<file path="config.mk">
export PLATFORM = sky130hd
export DESIGN_NAME = dsc_control_bank
export DESIGN_NICKNAME = d
export VERILOG_FILES = /design/src/logic/dsc_pkg.sv /design/src/logic/dsc_pin_sync.sv /design/src/logic/dsc_control_bank.sv
export VERILOG_INCLUDE_DIRS = /design/src /design/src/logic
export SDC_FILE = /design/constraint.sdc
export NUM_CORES = 1
export LEC_CHECK = 0
export BUFFER_PORTS_ARGS = -buffer_cell sky130_fd_sc_hd__buf_2
export CORE_MARGIN = 3
export CORE_UTILIZATION = 35
export DETAILED_ROUTE_END_ITERATION = 12
export GPL_ROUTABILITY_DRIVEN = 0
export HOLD_SLACK_MARGIN = 0.12
export PLACE_DENSITY_LB_ADDON = 0.15
export SYNTH_ARGS = -nofsm -noshare
export SYNTH_HDL_FRONTEND = slang
export SYNTH_HIERARCHICAL = 1
export SYNTH_SLANG_ARGS = --single-unit
</file>
<file path="constraint.sdc">
create_clock -name clk_in -period 4.05 [get_ports clk_in]
set_input_delay 0.81 -clock clk_in [delete_from_list [all_inputs] [get_ports clk_in]]
set_output_delay 0.81 -clock clk_in [all_outputs]
set_load 0.02 [all_outputs]
</file>
<file path="src/logic/dsc_consts.svh">
/*
  Constants of the dual-synthesizer control bank: serial word layout,
  word addresses, field positions, reset values, selector codes and pin
  indices. Assumes the including file needs no other definitions.
*/
`ifndef DSC_CONSTS_SVH
`define DSC_CONSTS_SVH

// ----------------------------------------------------------------------
// serial word layout
// ----------------------------------------------------------------------
`define DSC_SHIFT_W 22
`define DSC_DATA_W 20
`define DSC_ADDR_W 2
`define DSC_WORD_CNT 4

// ----------------------------------------------------------------------
// word addresses (low two bits of the serial word)
// ----------------------------------------------------------------------
`define DSC_ADDR_B_REF 2'h0
`define DSC_ADDR_B_FB 2'h1
`define DSC_ADDR_A_REF 2'h2
`define DSC_ADDR_A_FB 2'h3
`define DSC_WORD_RESET 20'h00000

// ----------------------------------------------------------------------
// field positions inside the 20 stored data bits (serial bit minus 2)
// ----------------------------------------------------------------------
`define DSC_REF_COUNT_LSB 0
`define DSC_REF_COUNT_W 15
`define DSC_REF_SENSE_POS 15
`define DSC_REF_GAIN_POS 16
`define DSC_REF_FLOAT_POS 17
`define DSC_REF_SEL_LO_POS 18
`define DSC_REF_SEL_HI_POS 19
`define DSC_FB_SWALLOW_LSB 0
`define DSC_FB_SWALLOW_W 7
`define DSC_FB_BINARY_LSB 7
`define DSC_FB_BINARY_W 11
`define DSC_FB_MODULUS_POS 18
`define DSC_FB_SLEEP_POS 19

// ----------------------------------------------------------------------
// multi-function output selector codes
// ----------------------------------------------------------------------
`define DSC_SEL_W 4
`define DSC_SEL_LOW 4'h0
`define DSC_SEL_B_REF 4'h1
`define DSC_SEL_A_REF 4'h2
`define DSC_SEL_ASSIST 4'h3
`define DSC_SEL_B_LOCK 4'h4
`define DSC_SEL_B_FB 4'h5
`define DSC_SEL_A_FB 4'h6
`define DSC_SEL_B_RESET 4'h7
`define DSC_SEL_A_LOCK 4'h8
`define DSC_SEL_B_REF_ALT 4'h9
`define DSC_SEL_A_REF_ALT 4'ha
`define DSC_SEL_A_RESET 4'hb
`define DSC_SEL_BOTH_LOCK 4'hc
`define DSC_SEL_B_FB_ALT 4'hd
`define DSC_SEL_A_FB_ALT 4'he
`define DSC_SEL_ALL_RESET 4'hf

// ----------------------------------------------------------------------
// indices of the asynchronous pins into the synchroniser bank
// ----------------------------------------------------------------------
`define DSC_PIN_CNT 12
`define DSC_PIN_SER_CLK 0
`define DSC_PIN_SER_DATA 1
`define DSC_PIN_LATCH 2
`define DSC_PIN_A_REF 3
`define DSC_PIN_A_FB 4
`define DSC_PIN_A_LOCK 5
`define DSC_PIN_A_DONE 6
`define DSC_PIN_B_REF 7
`define DSC_PIN_B_FB 8
`define DSC_PIN_B_LOCK 9
`define DSC_PIN_B_DONE 10
`define DSC_PIN_ASSIST 11

`endif

</file>
<file path="src/logic/dsc_pkg.sv">
/*
  Types of the dual-synthesizer control bank.
  Assumes dsc_consts.svh is on the include path.
*/
`include "dsc_consts.svh"

package dsc_pkg;

  // per-loop power state
  typedef enum logic [2:0] {
    DSC_AWAKE   = 3'b001,
    DSC_PENDING = 3'b010,
    DSC_ASLEEP  = 3'b100
  } dsc_sleep_state_t;

  // decoded settings of one synthesizer loop
  typedef struct packed {
    logic [`DSC_REF_COUNT_W-1:0] ref_count;
    logic detector_sense;
    logic pump_gain;
    logic pump_float;
    logic [`DSC_FB_SWALLOW_W-1:0] swallow_count;
    logic [`DSC_FB_BINARY_W-1:0] binary_count;
    logic modulus_sel;
    logic sleep;
    logic asleep;
    logic counter_hold;
  } dsc_synth_cfg_t;

  // status signals coming back from one loop's analog side
  typedef struct packed {
    logic ref_div;
    logic fb_div;
    logic lock;
    logic pump_done;
  } dsc_synth_stat_t;

  // state of one pin synchroniser
  typedef struct packed {
    logic meta_r;
    logic level_r;
    logic prev_r;
  } dsc_sync_state_t;

  // state of the control bank
  typedef struct packed {
    logic [`DSC_SHIFT_W-1:0] shift_r;
    logic [`DSC_WORD_CNT-1:0][`DSC_DATA_W-1:0] word_r;
    dsc_sleep_state_t sleep_a_r;
    dsc_sleep_state_t sleep_b_r;
    logic mfo_r;
    logic mfo_oe_r;
  } dsc_bank_state_t;

endpackage

</file>
<file path="src/logic/dsc_pin_sync.sv">
/*
  Two-flop synchroniser for one asynchronous pin, with a rising-edge
  pulse taken from the synchronised level.
  Assumes the pin is quasi-static relative to clk_in.
*/
`timescale 1ns/10ps

module dsc_pin_sync (
  // clock and reset
  input wire logic clk_in,
  input wire logic sys_rst_in,
  // pin side
  input wire logic pin_in,
  // synchronised side
  output logic level_out,
  output logic rise_out
);

  dsc_pkg::dsc_sync_state_t st_r;
  dsc_pkg::dsc_sync_state_t st_nxt;

  always_comb begin
    st_nxt = st_r;
    st_nxt.meta_r = pin_in;
    st_nxt.level_r = st_r.meta_r;
    st_nxt.prev_r = st_r.level_r;
  end

  always_ff @(posedge clk_in) begin
    if (sys_rst_in) begin
      st_r <= '0;
    end else begin
      st_r <= st_nxt;
    end
  end

  assign level_out = st_r.level_r;
  assign rise_out = st_r.level_r & ~st_r.prev_r;

endmodule

</file>
<file path="src/logic/dsc_control_bank.sv">
/*
  Control-register bank of a dual phase-locked-loop synthesizer: a
  three-wire serial port loads four 20-bit write-only words, which are
  decoded into per-loop settings, power states, counter holds and the
  multi-function output pin.
  Assumes the serial pins, divider outputs, lock and pump-done signals
  all arrive from outside the clk_in domain and change slowly against it.

*/
`timescale 1ns/10ps
`include "dsc_consts.svh"

module dsc_control_bank (
  // clock and reset
  input wire logic clk_in,
  input wire logic sys_rst_in,
  // three-wire serial port
  input wire logic ser_clk_in,
  input wire logic ser_data_in,
  input wire logic latch_strobe_in,
  // loop a analog status
  input wire logic synth_a_ref_div_in,
  input wire logic synth_a_fb_div_in,
  input wire logic synth_a_lock_in,
  input wire logic synth_a_pump_done_in,
  // loop b analog status
  input wire logic synth_b_ref_div_in,
  input wire logic synth_b_fb_div_in,
  input wire logic synth_b_lock_in,
  input wire logic synth_b_pump_done_in,
  // fast-lock request from the acquisition logic
  input wire logic lock_assist_in,
  // decoded loop settings
  output dsc_pkg::dsc_synth_cfg_t synth_a_cfg_out,
  output dsc_pkg::dsc_synth_cfg_t synth_b_cfg_out,
  // multi-function output pin
  output logic [`DSC_SEL_W-1:0] multi_output_select_out,
  output logic mfo_out,
  output logic mfo_oe_out
);

  // --------------------------------------------------------------------
  // state
  // --------------------------------------------------------------------
  dsc_pkg::dsc_bank_state_t st_r;
  dsc_pkg::dsc_bank_state_t st_nxt;

  // --------------------------------------------------------------------
  // pin synchronisers
  // --------------------------------------------------------------------
  logic [`DSC_PIN_CNT-1:0] pin_raw;
  logic [`DSC_PIN_CNT-1:0] pin_level;
  logic [`DSC_PIN_CNT-1:0] pin_rise;

  assign pin_raw[`DSC_PIN_SER_CLK] = ser_clk_in;
  assign pin_raw[`DSC_PIN_SER_DATA] = ser_data_in;
  assign pin_raw[`DSC_PIN_LATCH] = latch_strobe_in;

  assign pin_raw[`DSC_PIN_A_REF] = synth_a_ref_div_in;
  assign pin_raw[`DSC_PIN_A_FB] = synth_a_fb_div_in;
  assign pin_raw[`DSC_PIN_A_LOCK] = synth_a_lock_in;
  assign pin_raw[`DSC_PIN_A_DONE] = synth_a_pump_done_in;

  assign pin_raw[`DSC_PIN_B_REF] = synth_b_ref_div_in;
  assign pin_raw[`DSC_PIN_B_FB] = synth_b_fb_div_in;
  assign pin_raw[`DSC_PIN_B_LOCK] = synth_b_lock_in;
  assign pin_raw[`DSC_PIN_B_DONE] = synth_b_pump_done_in;

  assign pin_raw[`DSC_PIN_ASSIST] = lock_assist_in;

  // serial edges under two cycles apart are lost
  genvar gi;
  generate
    for (gi = 0; gi < `DSC_PIN_CNT; gi = gi + 1) begin : g_sync
      dsc_pin_sync u_sync (
        .clk_in(clk_in),
        .sys_rst_in(sys_rst_in),
        .pin_in(pin_raw[gi]),
        .level_out(pin_level[gi]),
        .rise_out(pin_rise[gi])
      );
    end
  endgenerate

  // --------------------------------------------------------------------
  // synchronised status, grouped per loop
  // --------------------------------------------------------------------
  dsc_pkg::dsc_synth_stat_t stat_a;
  dsc_pkg::dsc_synth_stat_t stat_b;
  logic done_a_rise;
  logic done_b_rise;

  assign stat_a.ref_div = pin_level[`DSC_PIN_A_REF];
  assign stat_a.fb_div = pin_level[`DSC_PIN_A_FB];
  assign stat_a.lock = pin_level[`DSC_PIN_A_LOCK];
  assign stat_a.pump_done = pin_level[`DSC_PIN_A_DONE];

  assign stat_b.ref_div = pin_level[`DSC_PIN_B_REF];
  assign stat_b.fb_div = pin_level[`DSC_PIN_B_FB];
  assign stat_b.lock = pin_level[`DSC_PIN_B_LOCK];
  assign stat_b.pump_done = pin_level[`DSC_PIN_B_DONE];

  // end of a pump pulse, as an edge
  assign done_a_rise = pin_rise[`DSC_PIN_A_DONE];
  assign done_b_rise = pin_rise[`DSC_PIN_B_DONE];

  // --------------------------------------------------------------------
  // stored words
  // --------------------------------------------------------------------
  logic [`DSC_DATA_W-1:0] a_ref_word;
  logic [`DSC_DATA_W-1:0] a_fb_word;
  logic [`DSC_DATA_W-1:0] b_ref_word;
  logic [`DSC_DATA_W-1:0] b_fb_word;

  // the decoders, the selector and the power-state step read the words
  assign a_ref_word = st_r.word_r[`DSC_ADDR_A_REF];
  assign a_fb_word = st_r.word_r[`DSC_ADDR_A_FB];
  assign b_ref_word = st_r.word_r[`DSC_ADDR_B_REF];
  assign b_fb_word = st_r.word_r[`DSC_ADDR_B_FB];

  // --------------------------------------------------------------------
  // multi-function selector
  // --------------------------------------------------------------------
  logic [`DSC_SEL_W-1:0] sel;

  assign sel = {a_ref_word[`DSC_REF_SEL_LO_POS],
                b_ref_word[`DSC_REF_SEL_LO_POS],
                a_ref_word[`DSC_REF_SEL_HI_POS],
                b_ref_word[`DSC_REF_SEL_HI_POS]};

  logic hold_sel_a;
  logic hold_sel_b;

  assign hold_sel_a = (sel == `DSC_SEL_A_RESET)
    || (sel == `DSC_SEL_ALL_RESET);
  assign hold_sel_b = (sel == `DSC_SEL_B_RESET)
    || (sel == `DSC_SEL_ALL_RESET);

  // --------------------------------------------------------------------
  // power state step for one loop
  // --------------------------------------------------------------------
  function automatic dsc_pkg::dsc_sleep_state_t next_sleep(
    input dsc_pkg::dsc_sleep_state_t cur,
    input logic sleep,
    input logic float_pump,
    input logic done_rise
  );
    dsc_pkg::dsc_sleep_state_t nxt;
    nxt = cur;

    // float with sleep skips the pump wait
    unique case (cur)
      dsc_pkg::DSC_AWAKE: begin
        if (sleep && float_pump) begin
          nxt = dsc_pkg::DSC_ASLEEP;
        end else if (sleep) begin
          nxt = dsc_pkg::DSC_PENDING;
        end
      end
      dsc_pkg::DSC_PENDING: begin
        if (!sleep) begin
          nxt = dsc_pkg::DSC_AWAKE;
        end else if (float_pump || done_rise) begin
          // leaves at the end of the next pump pulse, or at once on float
          nxt = dsc_pkg::DSC_ASLEEP;
        end
      end
      dsc_pkg::DSC_ASLEEP: begin
        if (!sleep) begin
          nxt = dsc_pkg::DSC_AWAKE;
        end
      end
      default: begin
        nxt = dsc_pkg::DSC_AWAKE;
      end
    endcase
    return nxt;
  endfunction

  // --------------------------------------------------------------------
  // decode one loop's words into its settings
  // --------------------------------------------------------------------
  function automatic dsc_pkg::dsc_synth_cfg_t decode_cfg(
    input logic [`DSC_DATA_W-1:0] ref_word,
    input logic [`DSC_DATA_W-1:0] fb_word,
    input dsc_pkg::dsc_sleep_state_t pwr,
    input logic hold_sel
  );
    dsc_pkg::dsc_synth_cfg_t cfg;
    cfg = '0;
    cfg.ref_count = ref_word[`DSC_REF_COUNT_LSB +: `DSC_REF_COUNT_W];
    cfg.detector_sense = ref_word[`DSC_REF_SENSE_POS];
    cfg.pump_gain = ref_word[`DSC_REF_GAIN_POS];
    // straight from the stored bit, no extra clocking
    cfg.pump_float = ref_word[`DSC_REF_FLOAT_POS];

    cfg.swallow_count = fb_word[`DSC_FB_SWALLOW_LSB +: `DSC_FB_SWALLOW_W];
    cfg.binary_count = fb_word[`DSC_FB_BINARY_LSB +: `DSC_FB_BINARY_W];
    cfg.modulus_sel = fb_word[`DSC_FB_MODULUS_POS];
    cfg.sleep = fb_word[`DSC_FB_SLEEP_POS];

    cfg.asleep = (pwr == dsc_pkg::DSC_ASLEEP);
    // dividers sit at their load point while reset is selected or asleep
    cfg.counter_hold = hold_sel || (pwr == dsc_pkg::DSC_ASLEEP);
    return cfg;
  endfunction

  // --------------------------------------------------------------------
  // next state
  // --------------------------------------------------------------------
  logic shift_edge;
  logic latch_edge;
  logic [`DSC_ADDR_W-1:0] load_addr;
  logic [`DSC_DATA_W-1:0] load_data;

  assign shift_edge = pin_rise[`DSC_PIN_SER_CLK];
  assign latch_edge = pin_rise[`DSC_PIN_LATCH];
  assign load_addr = st_r.shift_r[`DSC_ADDR_W-1:0];
  assign load_data = st_r.shift_r[`DSC_SHIFT_W-1:`DSC_ADDR_W];

  always_comb begin
    st_nxt = st_r;

    // serial shift, first bit ends up in the top position
    if (shift_edge) begin
      st_nxt.shift_r = {st_r.shift_r[`DSC_SHIFT_W-2:0],
                        pin_level[`DSC_PIN_SER_DATA]};
    end

    // words change only on a latch and are never read back
    // a latch in mid-word stores a half-shifted word
    if (latch_edge) begin
      st_nxt.word_r[load_addr] = load_data;
    end

    // power state of each loop
    st_nxt.sleep_a_r = next_sleep(st_r.sleep_a_r,
                                  a_fb_word[`DSC_FB_SLEEP_POS],
                                  a_ref_word[`DSC_REF_FLOAT_POS],
                                  done_a_rise);
    st_nxt.sleep_b_r = next_sleep(st_r.sleep_b_r,
                                  b_fb_word[`DSC_FB_SLEEP_POS],
                                  b_ref_word[`DSC_REF_FLOAT_POS],
                                  done_b_rise);

    // multi-function output pin
    st_nxt.mfo_oe_r = 1'b1;
    st_nxt.mfo_r = 1'b0;
    // pin lags its status input by three cycles
    unique case (sel)
      `DSC_SEL_LOW: begin
        st_nxt.mfo_r = 1'b0;
      end
      `DSC_SEL_B_REF, `DSC_SEL_B_REF_ALT: begin
        st_nxt.mfo_r = stat_b.ref_div;
      end
      `DSC_SEL_A_REF, `DSC_SEL_A_REF_ALT: begin
        st_nxt.mfo_r = stat_a.ref_div;
      end
      `DSC_SEL_B_FB, `DSC_SEL_B_FB_ALT: begin
        st_nxt.mfo_r = stat_b.fb_div;
      end
      `DSC_SEL_A_FB, `DSC_SEL_A_FB_ALT: begin
        st_nxt.mfo_r = stat_a.fb_div;
      end
      `DSC_SEL_B_LOCK: begin
        st_nxt.mfo_r = stat_b.lock;
      end
      `DSC_SEL_A_LOCK: begin
        st_nxt.mfo_r = stat_a.lock;
      end
      `DSC_SEL_BOTH_LOCK: begin
        st_nxt.mfo_r = stat_a.lock & stat_b.lock;
      end
      `DSC_SEL_ASSIST: begin
        // open drain: pull low only while fast lock is requested
        st_nxt.mfo_r = 1'b0;
        st_nxt.mfo_oe_r = pin_level[`DSC_PIN_ASSIST];
      end
      `DSC_SEL_B_RESET, `DSC_SEL_A_RESET, `DSC_SEL_ALL_RESET: begin
        st_nxt.mfo_r = 1'b0;
      end
    endcase
  end

  // --------------------------------------------------------------------
  // registers
  // --------------------------------------------------------------------
  // zero words: loops awake and unheld
  always_ff @(posedge clk_in) begin
    if (sys_rst_in) begin
      st_r.shift_r <= '0;
      st_r.word_r <= {`DSC_WORD_CNT{`DSC_WORD_RESET}};
      st_r.sleep_a_r <= dsc_pkg::DSC_AWAKE;
      st_r.sleep_b_r <= dsc_pkg::DSC_AWAKE;
      st_r.mfo_r <= 1'b0;
      st_r.mfo_oe_r <= 1'b1;
    end else begin
      st_r <= st_nxt;
    end
  end

  // --------------------------------------------------------------------
  // outputs
  // --------------------------------------------------------------------
  assign synth_a_cfg_out = decode_cfg(
    a_ref_word,
    a_fb_word,
    st_r.sleep_a_r,
    hold_sel_a
  );
  assign synth_b_cfg_out = decode_cfg(
    b_ref_word,
    b_fb_word,
    st_r.sleep_b_r,
    hold_sel_b
  );
  assign multi_output_select_out = sel;
  assign mfo_out = st_r.mfo_r;
  assign mfo_oe_out = st_r.mfo_oe_r;

endmodule

</file>
==> flow_summary.json, run 1 <==
{
  "vias_per_cell": 4.62,
  "worstMarginPinSlew_ps": 943,
  "fin_skew_ps": 4.54,
  "grt.total_usage_pct": 14.2,
  "layout_min_cycle_time_ps": 2340,
  "drtIter0Drc": 187,
  "syn_inst": 620,
  "firstDrtPassIters": 4,
  "core_area_sq_mm": 0.0149,
  "drv_cap": 0,
  "grt_pass1_wl_microns": 18600,
  "end_kind": "output pin",
  "vias": 3800,
  "ios": 100,
  "leakagePower_nw": 2.36,
  "cts_tree": "yes",
  "hold_buffers": 0,
  "min_path_cells": 1,
  "rr_endpoint": "a_fb_word[17]",
  "crit_type": "reg -> out",
  "post-cts-setup-buffer-count": 0,
  "r2r_cells": 4,
  "postSynthAreaPerCell_sq_um": 8.75,
  "required_ps": 3240,
  "initial_core_util_pct": 36.5,
  "h-tree-depth": 4,
  "report.final.slew_viol_count": 0,
  "crit_fanout": 6,
  "rsz0062_at_grt": "no",
  "hold_viol_final": 0,
  "cts_resized": 0,
  "clockBufferDepth": 2,
  "holdPathEnd": "g_sync[7].u_sync/level_out",
  "crit_arrival_ps": 1530,
  "r2r_slack_ps": 2250,
  "grt.overflow.total": 0,
  "grt_max_degree": 62,
  "pre_cts_ws_ps": 1940,
  "synthToLayoutAreaGrowth_pct": 9.92,
  "final_core_util_pct": 40.1,
  "die-height_microns": 130,
  "worstSkewPairLatency_ps": 410,
  "die_x_microns": 130,
  "irDropWorstVdd_mv": 0.290,
  "fmax_ghz": 0.428,
  "layout-drive-gt1-share_pct": 21.8,
  "setup_viol_count_final": 0,
  "status": "completed",
  "path_clk_slew_ps": 50,
  "grt_pass1_vias": 3584,
  "p_per_area_mw_per_mm2": 471,
  "fin_ws_ps": 1710,
  "finalSetupTns_ps": 0,
  "hold_path_class": "reg -> reg",
  "slew_headroom_pct": 36.9,
  "cts.sinks": 138,
  "antenna_found_initial": 0,
  "ant_nets": 0,
  "numCtsBuffers": 17,
  "netlist_area_sq_mm": 0.00542,
  "hp-start": "g_sync[7].u_sync/st_nxt[1]",
  "root_buffer": "clkbuf_16",
  "synth-warning-count": 6,
  "hpwl_microns": 7610,
  "synth_fp_nets": 634,
  "num_rows": 44,
  "avgRoutedWirePerCell_microns": 14.3,
  "post-route-period-util_pct": 57.8,
  "dieArea_sq_mm": 0.0170,
  "nFillCells": 1561,
  "antenna_cells": 0,
  "io_buffers": 99,
  "routed_wl_microns": 11700,
  "nets": 641,
  "startpoint_type": "flop",
  "rr_startpoint": "g_sync[2].u_sync/level_out",
  "drc": 0
}
-- stage by stage --
| stage | cells | hold slack, ps | power [mW] | cell area (sq um) |
|---|---|---|---|---|
| 2_1_floorplan | 620 | 413 | 1.44 | 5420 |
| 3_3_place_gp | 792 | 416 | 1.46 | 5440 |
| 3_5_place_dp | 792 | 421 | 1.46 | 5440 |
| 4_1_cts | 822 | 434 | 2.84 | 5960 |
| 5_1_grt | 822 | 452 | 2.91 | 5960 |
| 6_report | 822 | 433 | 2.81 | 5960 |
-- state kept, by name, summed over array words and instances (netlist names) --
signal and flops:
g_sync.u_sync/st_nxt 12, load_addr 2, st_r 6, mfo_out 1, b_ref_word 20, a_fb_word 20, g_sync.u_sync/level_out 12, a_ref_word 20
b_fb_word 20, mfo_oe_out 1, g_sync.u_sync/st_r 4, load_data 20
-- critical path, cell delays in order, from the launching register on --
cell,delay (ps)
dfxtp_1,410
nor3b_2,400
a31o_2,160
buf_2,150
-- power by group --
group,internal [mW],switching (mW)
sequential,1.37,0.00332
clock,0.855,0.521
combinational,0.0191,0.0358
-- per-layer routing --
metal	share of wire, %	routed length, microns	global-route usage, %	vias to the layer above
met5	0	0	0	-
met4	1.4	170	6.41	0
met3	4.9	581	4.72	15
met2	47	5550	22.9	98
met1	46	5440	17.3	1740
li1	-	-	-	1947
-- how the worst max path moves through the flow --
stage	cells after the start	startpoint	end	slack [ps]
final	3	st_r[7]	synth_a_cfg_out[0]	1710
after global routing	3	st_r[4]	synth_b_cfg_out[0]	1570
after CTS	3	st_r[4]	synth_b_cfg_out[0]	1670
after detailed placement	3	sys_rst_in	load_addr[1]	1940
after global placement	3	sys_rst_in	load_data[0]	1980
after floorplan	2	st_r[4]	synth_b_cfg_out[0]	2130
-- placed cells by master (no fill, tap or decap), drive strengths merged, types with 3 or more instances in the layout --
cell type and instances:
a21oi 81, buf 102, clkbuf 28, dfxtp 138, mux2i 23, nand2 161
nand3b 6, nor2 26, nor2b 35, nor3b 3, nor4b 3
-- area by class of cell --
type | instances | area (sq um) | area share [%]
clock buffer | 28 | 517 | 8.67
timing repair buffer | 102 | 520 | 8.73
tap | 184 | 230 | 3.86
sequential | 138 | 2760 | 46.3
clock inverter | 2 | 10.0 | 0.168
inverter | 2 | 7.51 | 0.126
multi-input combinational | 366 | 1910 | 32.1
No activity file was read; power rests on OpenSTA's default activity.
==> inputs of run 2 (changes only) <==
Clock period 4.05 ns to 2.3 ns, I/O delays scaled along.
==> run 2 against run 1 <==
Sequential cell count unchanged. Utilization increased by 0.92 points. Design area increased by 2.3%. Critical path depth unchanged. Via count increased by 1.9%. Clock-buffer cell count decreased by 7. Critical endpoint is now synth_b_cfg_out[0]. Largest power group unchanged. Highest routed layer unchanged.
==> flow_summary.json, run 2 (same netlist as run 1, synthesis figures left out) <==
{
  "most-common-layout-cells": "nand2_1, dfxtp_1, buf_2",
  "grt_pass1_wl_microns": 18600,
  "numCtsBuffers": 17,
  "end_kind": "output pin",
  "required_ps": 1840,
  "slew_headroom_pct": 45.3,
  "rr_startpoint": "g_sync[2].u_sync/level_out",
  "hold_path_class": "in -> reg",
  "cts.sinks": 138,
  "dieArea_sq_mm": 0.0170,
  "final_common_cell": "nand2_1",
  "min_path_cells": 2,
  "crit_arrival_ps": 1590,
  "startpoint_type": "flop",
  "finalSetupTns_ps": 0,
  "drtIter0Drc": 190,
  "grt.total_usage_pct": 14.4,
  "drv_cap": 0,
  "r2r_cells": 4,
  "whs_ps": 253,
  "ant_nets": 0,
  "routed_wl_microns": 11900,
  "root_buffer": "clkbuf_16",
  "post-cts-setup-buffer-count": 0,
  "antenna_cells": 0,
  "die-height_microns": 130,
  "hold_buffers": 0,
  "cts_resized": 0,
  "synthToLayoutAreaGrowth_pct": 12.4,
  "h-tree-depth": 4,
  "stdcell_count": 831,
  "multi_input_area_sq_mm": 0.00191,
  "grt_max_degree": 66,
  "worstSkewPairLatency_ps": 420,
  "nets": 650,
  "layout-drive-gt1-share_pct": 23.5,
  "layout_min_cycle_time_ps": 2050,
  "rsz0062_at_grt": "no",
  "worstMarginPinSlew_ps": 821,
  "vias_per_cell": 4.66,
  "rr_endpoint": "b_ref_word[12]",
  "path_clk_slew_ps": 60,
  "nFillCells": 1478,
  "core_area_sq_mm": 0.0149,
  "fin_skew_ps": 7.75,
  "dp_cells": 801,
  "status": "completed",
  "grt.overflow.total": 0,
  "num_rows": 44,
  "hp-start": "synth_b_fb_div_in",
  "grt_pass1_vias": 3676,
  "drc": 0,
  "leakagePower_nw": 2.43,
  "initial_core_util_pct": 36.5,
  "clockBufferDepth": 2,
  "crit_fanout": 7,
  "ios": 100,
  "firstDrtPassIters": 5,
  "die_x_microns": 130,
  "irDropWorstVdd_mv": 0.495,
  "vias": 3874,
  "crit_type": "reg -> out",
  "avgRoutedWirePerCell_microns": 14.4,
  "io_buffers": 99,
  "antenna_found_initial": 0,
  "r2r_slack_ps": 540,
  "setup_viol_count_final": 0,
  "regArea_sq_mm": 0.00276,
  "fmax_ghz": 0.488,
  "p_per_area_mw_per_mm2": 855,
  "cts_tree": "yes",
  "holdPathEnd": "g_sync[8].u_sync/st_nxt[1]",
  "post-route-period-util_pct": 89.2,
  "hold_viol_final": 0,
  "hpwl_microns": 7980,
  "report.final.slew_viol_count": 0
}
==> run 2: cell count changes in the layout (fill, tap and decap cells not counted), sizes merged <==
cell	before	now
clkinvlp	0	1
clkinv	2	5
bufinv	0	3
clkbuf	28	21
buf	102	111
==> run 2: worst max-delay path by stage <==
stage	start	endpoint	slack, ps	cells after the start
after global placement	g_sync[2].u_sync/level_out	b_ref_word[18]	670	4
after CTS	st_r[4]	synth_b_cfg_out[0]	240	3
after floorplan	st_r[4]	synth_b_cfg_out[0]	730	2
final	st_r[4]	synth_b_cfg_out[0]	250	3
after global routing	st_r[4]	synth_b_cfg_out[0]	150	3
after detailed placement	g_sync[2].u_sync/level_out	b_ref_word[12]	580	4
==> run 2: where the power goes <==
part,leakage (nW),switching (mW),internal [mW]
registers,1.12,0.00595,2.41
clock network,0.288,0.956,1.74
logic,1.03,0.0638,0.0373
==> run 2: through the flow <==
stage	cell area [sq um]	setup slack (ps)	power, mW	util (%)
after detailed placement	5520	578	2.57	37.1
after global routing	6100	150	5.38	41.0
after CTS	6100	235	5.28	41.0
final	6100	249	5.21	41.0
after floorplan	5420	726	2.54	-
after global placement	5520	667	2.57	37.1
==> run 2: cell type report <==
type	count	area share (%)
well taps	184	3.78
multi-input cells	366	31.4
flip-flops and latches	138	45.3
inverters	2	0.123
clock inverters	9	2.01
repair buffers	111	9.85
clock buffers	21	7.55
==> run 2: routing by layer <==
metal  share of wire, %  vias to the layer above  track usage [%]  routed length, microns
met5                  0                        -                0                       0
met4                2.8                        0             6.96                     340
met3                5.0                       29             5.37                     602
met2                 47                       99             22.9                    5570
met1                 45                     1778             17.1                    5420
li1                   -                     1968                -                       -
==> run 2: critical path, cell delays in order (launching register included) <==
cell	delay [ps]
dfxtp_1	430
nor3b_2	400
a31o_2	180
buf_2	160
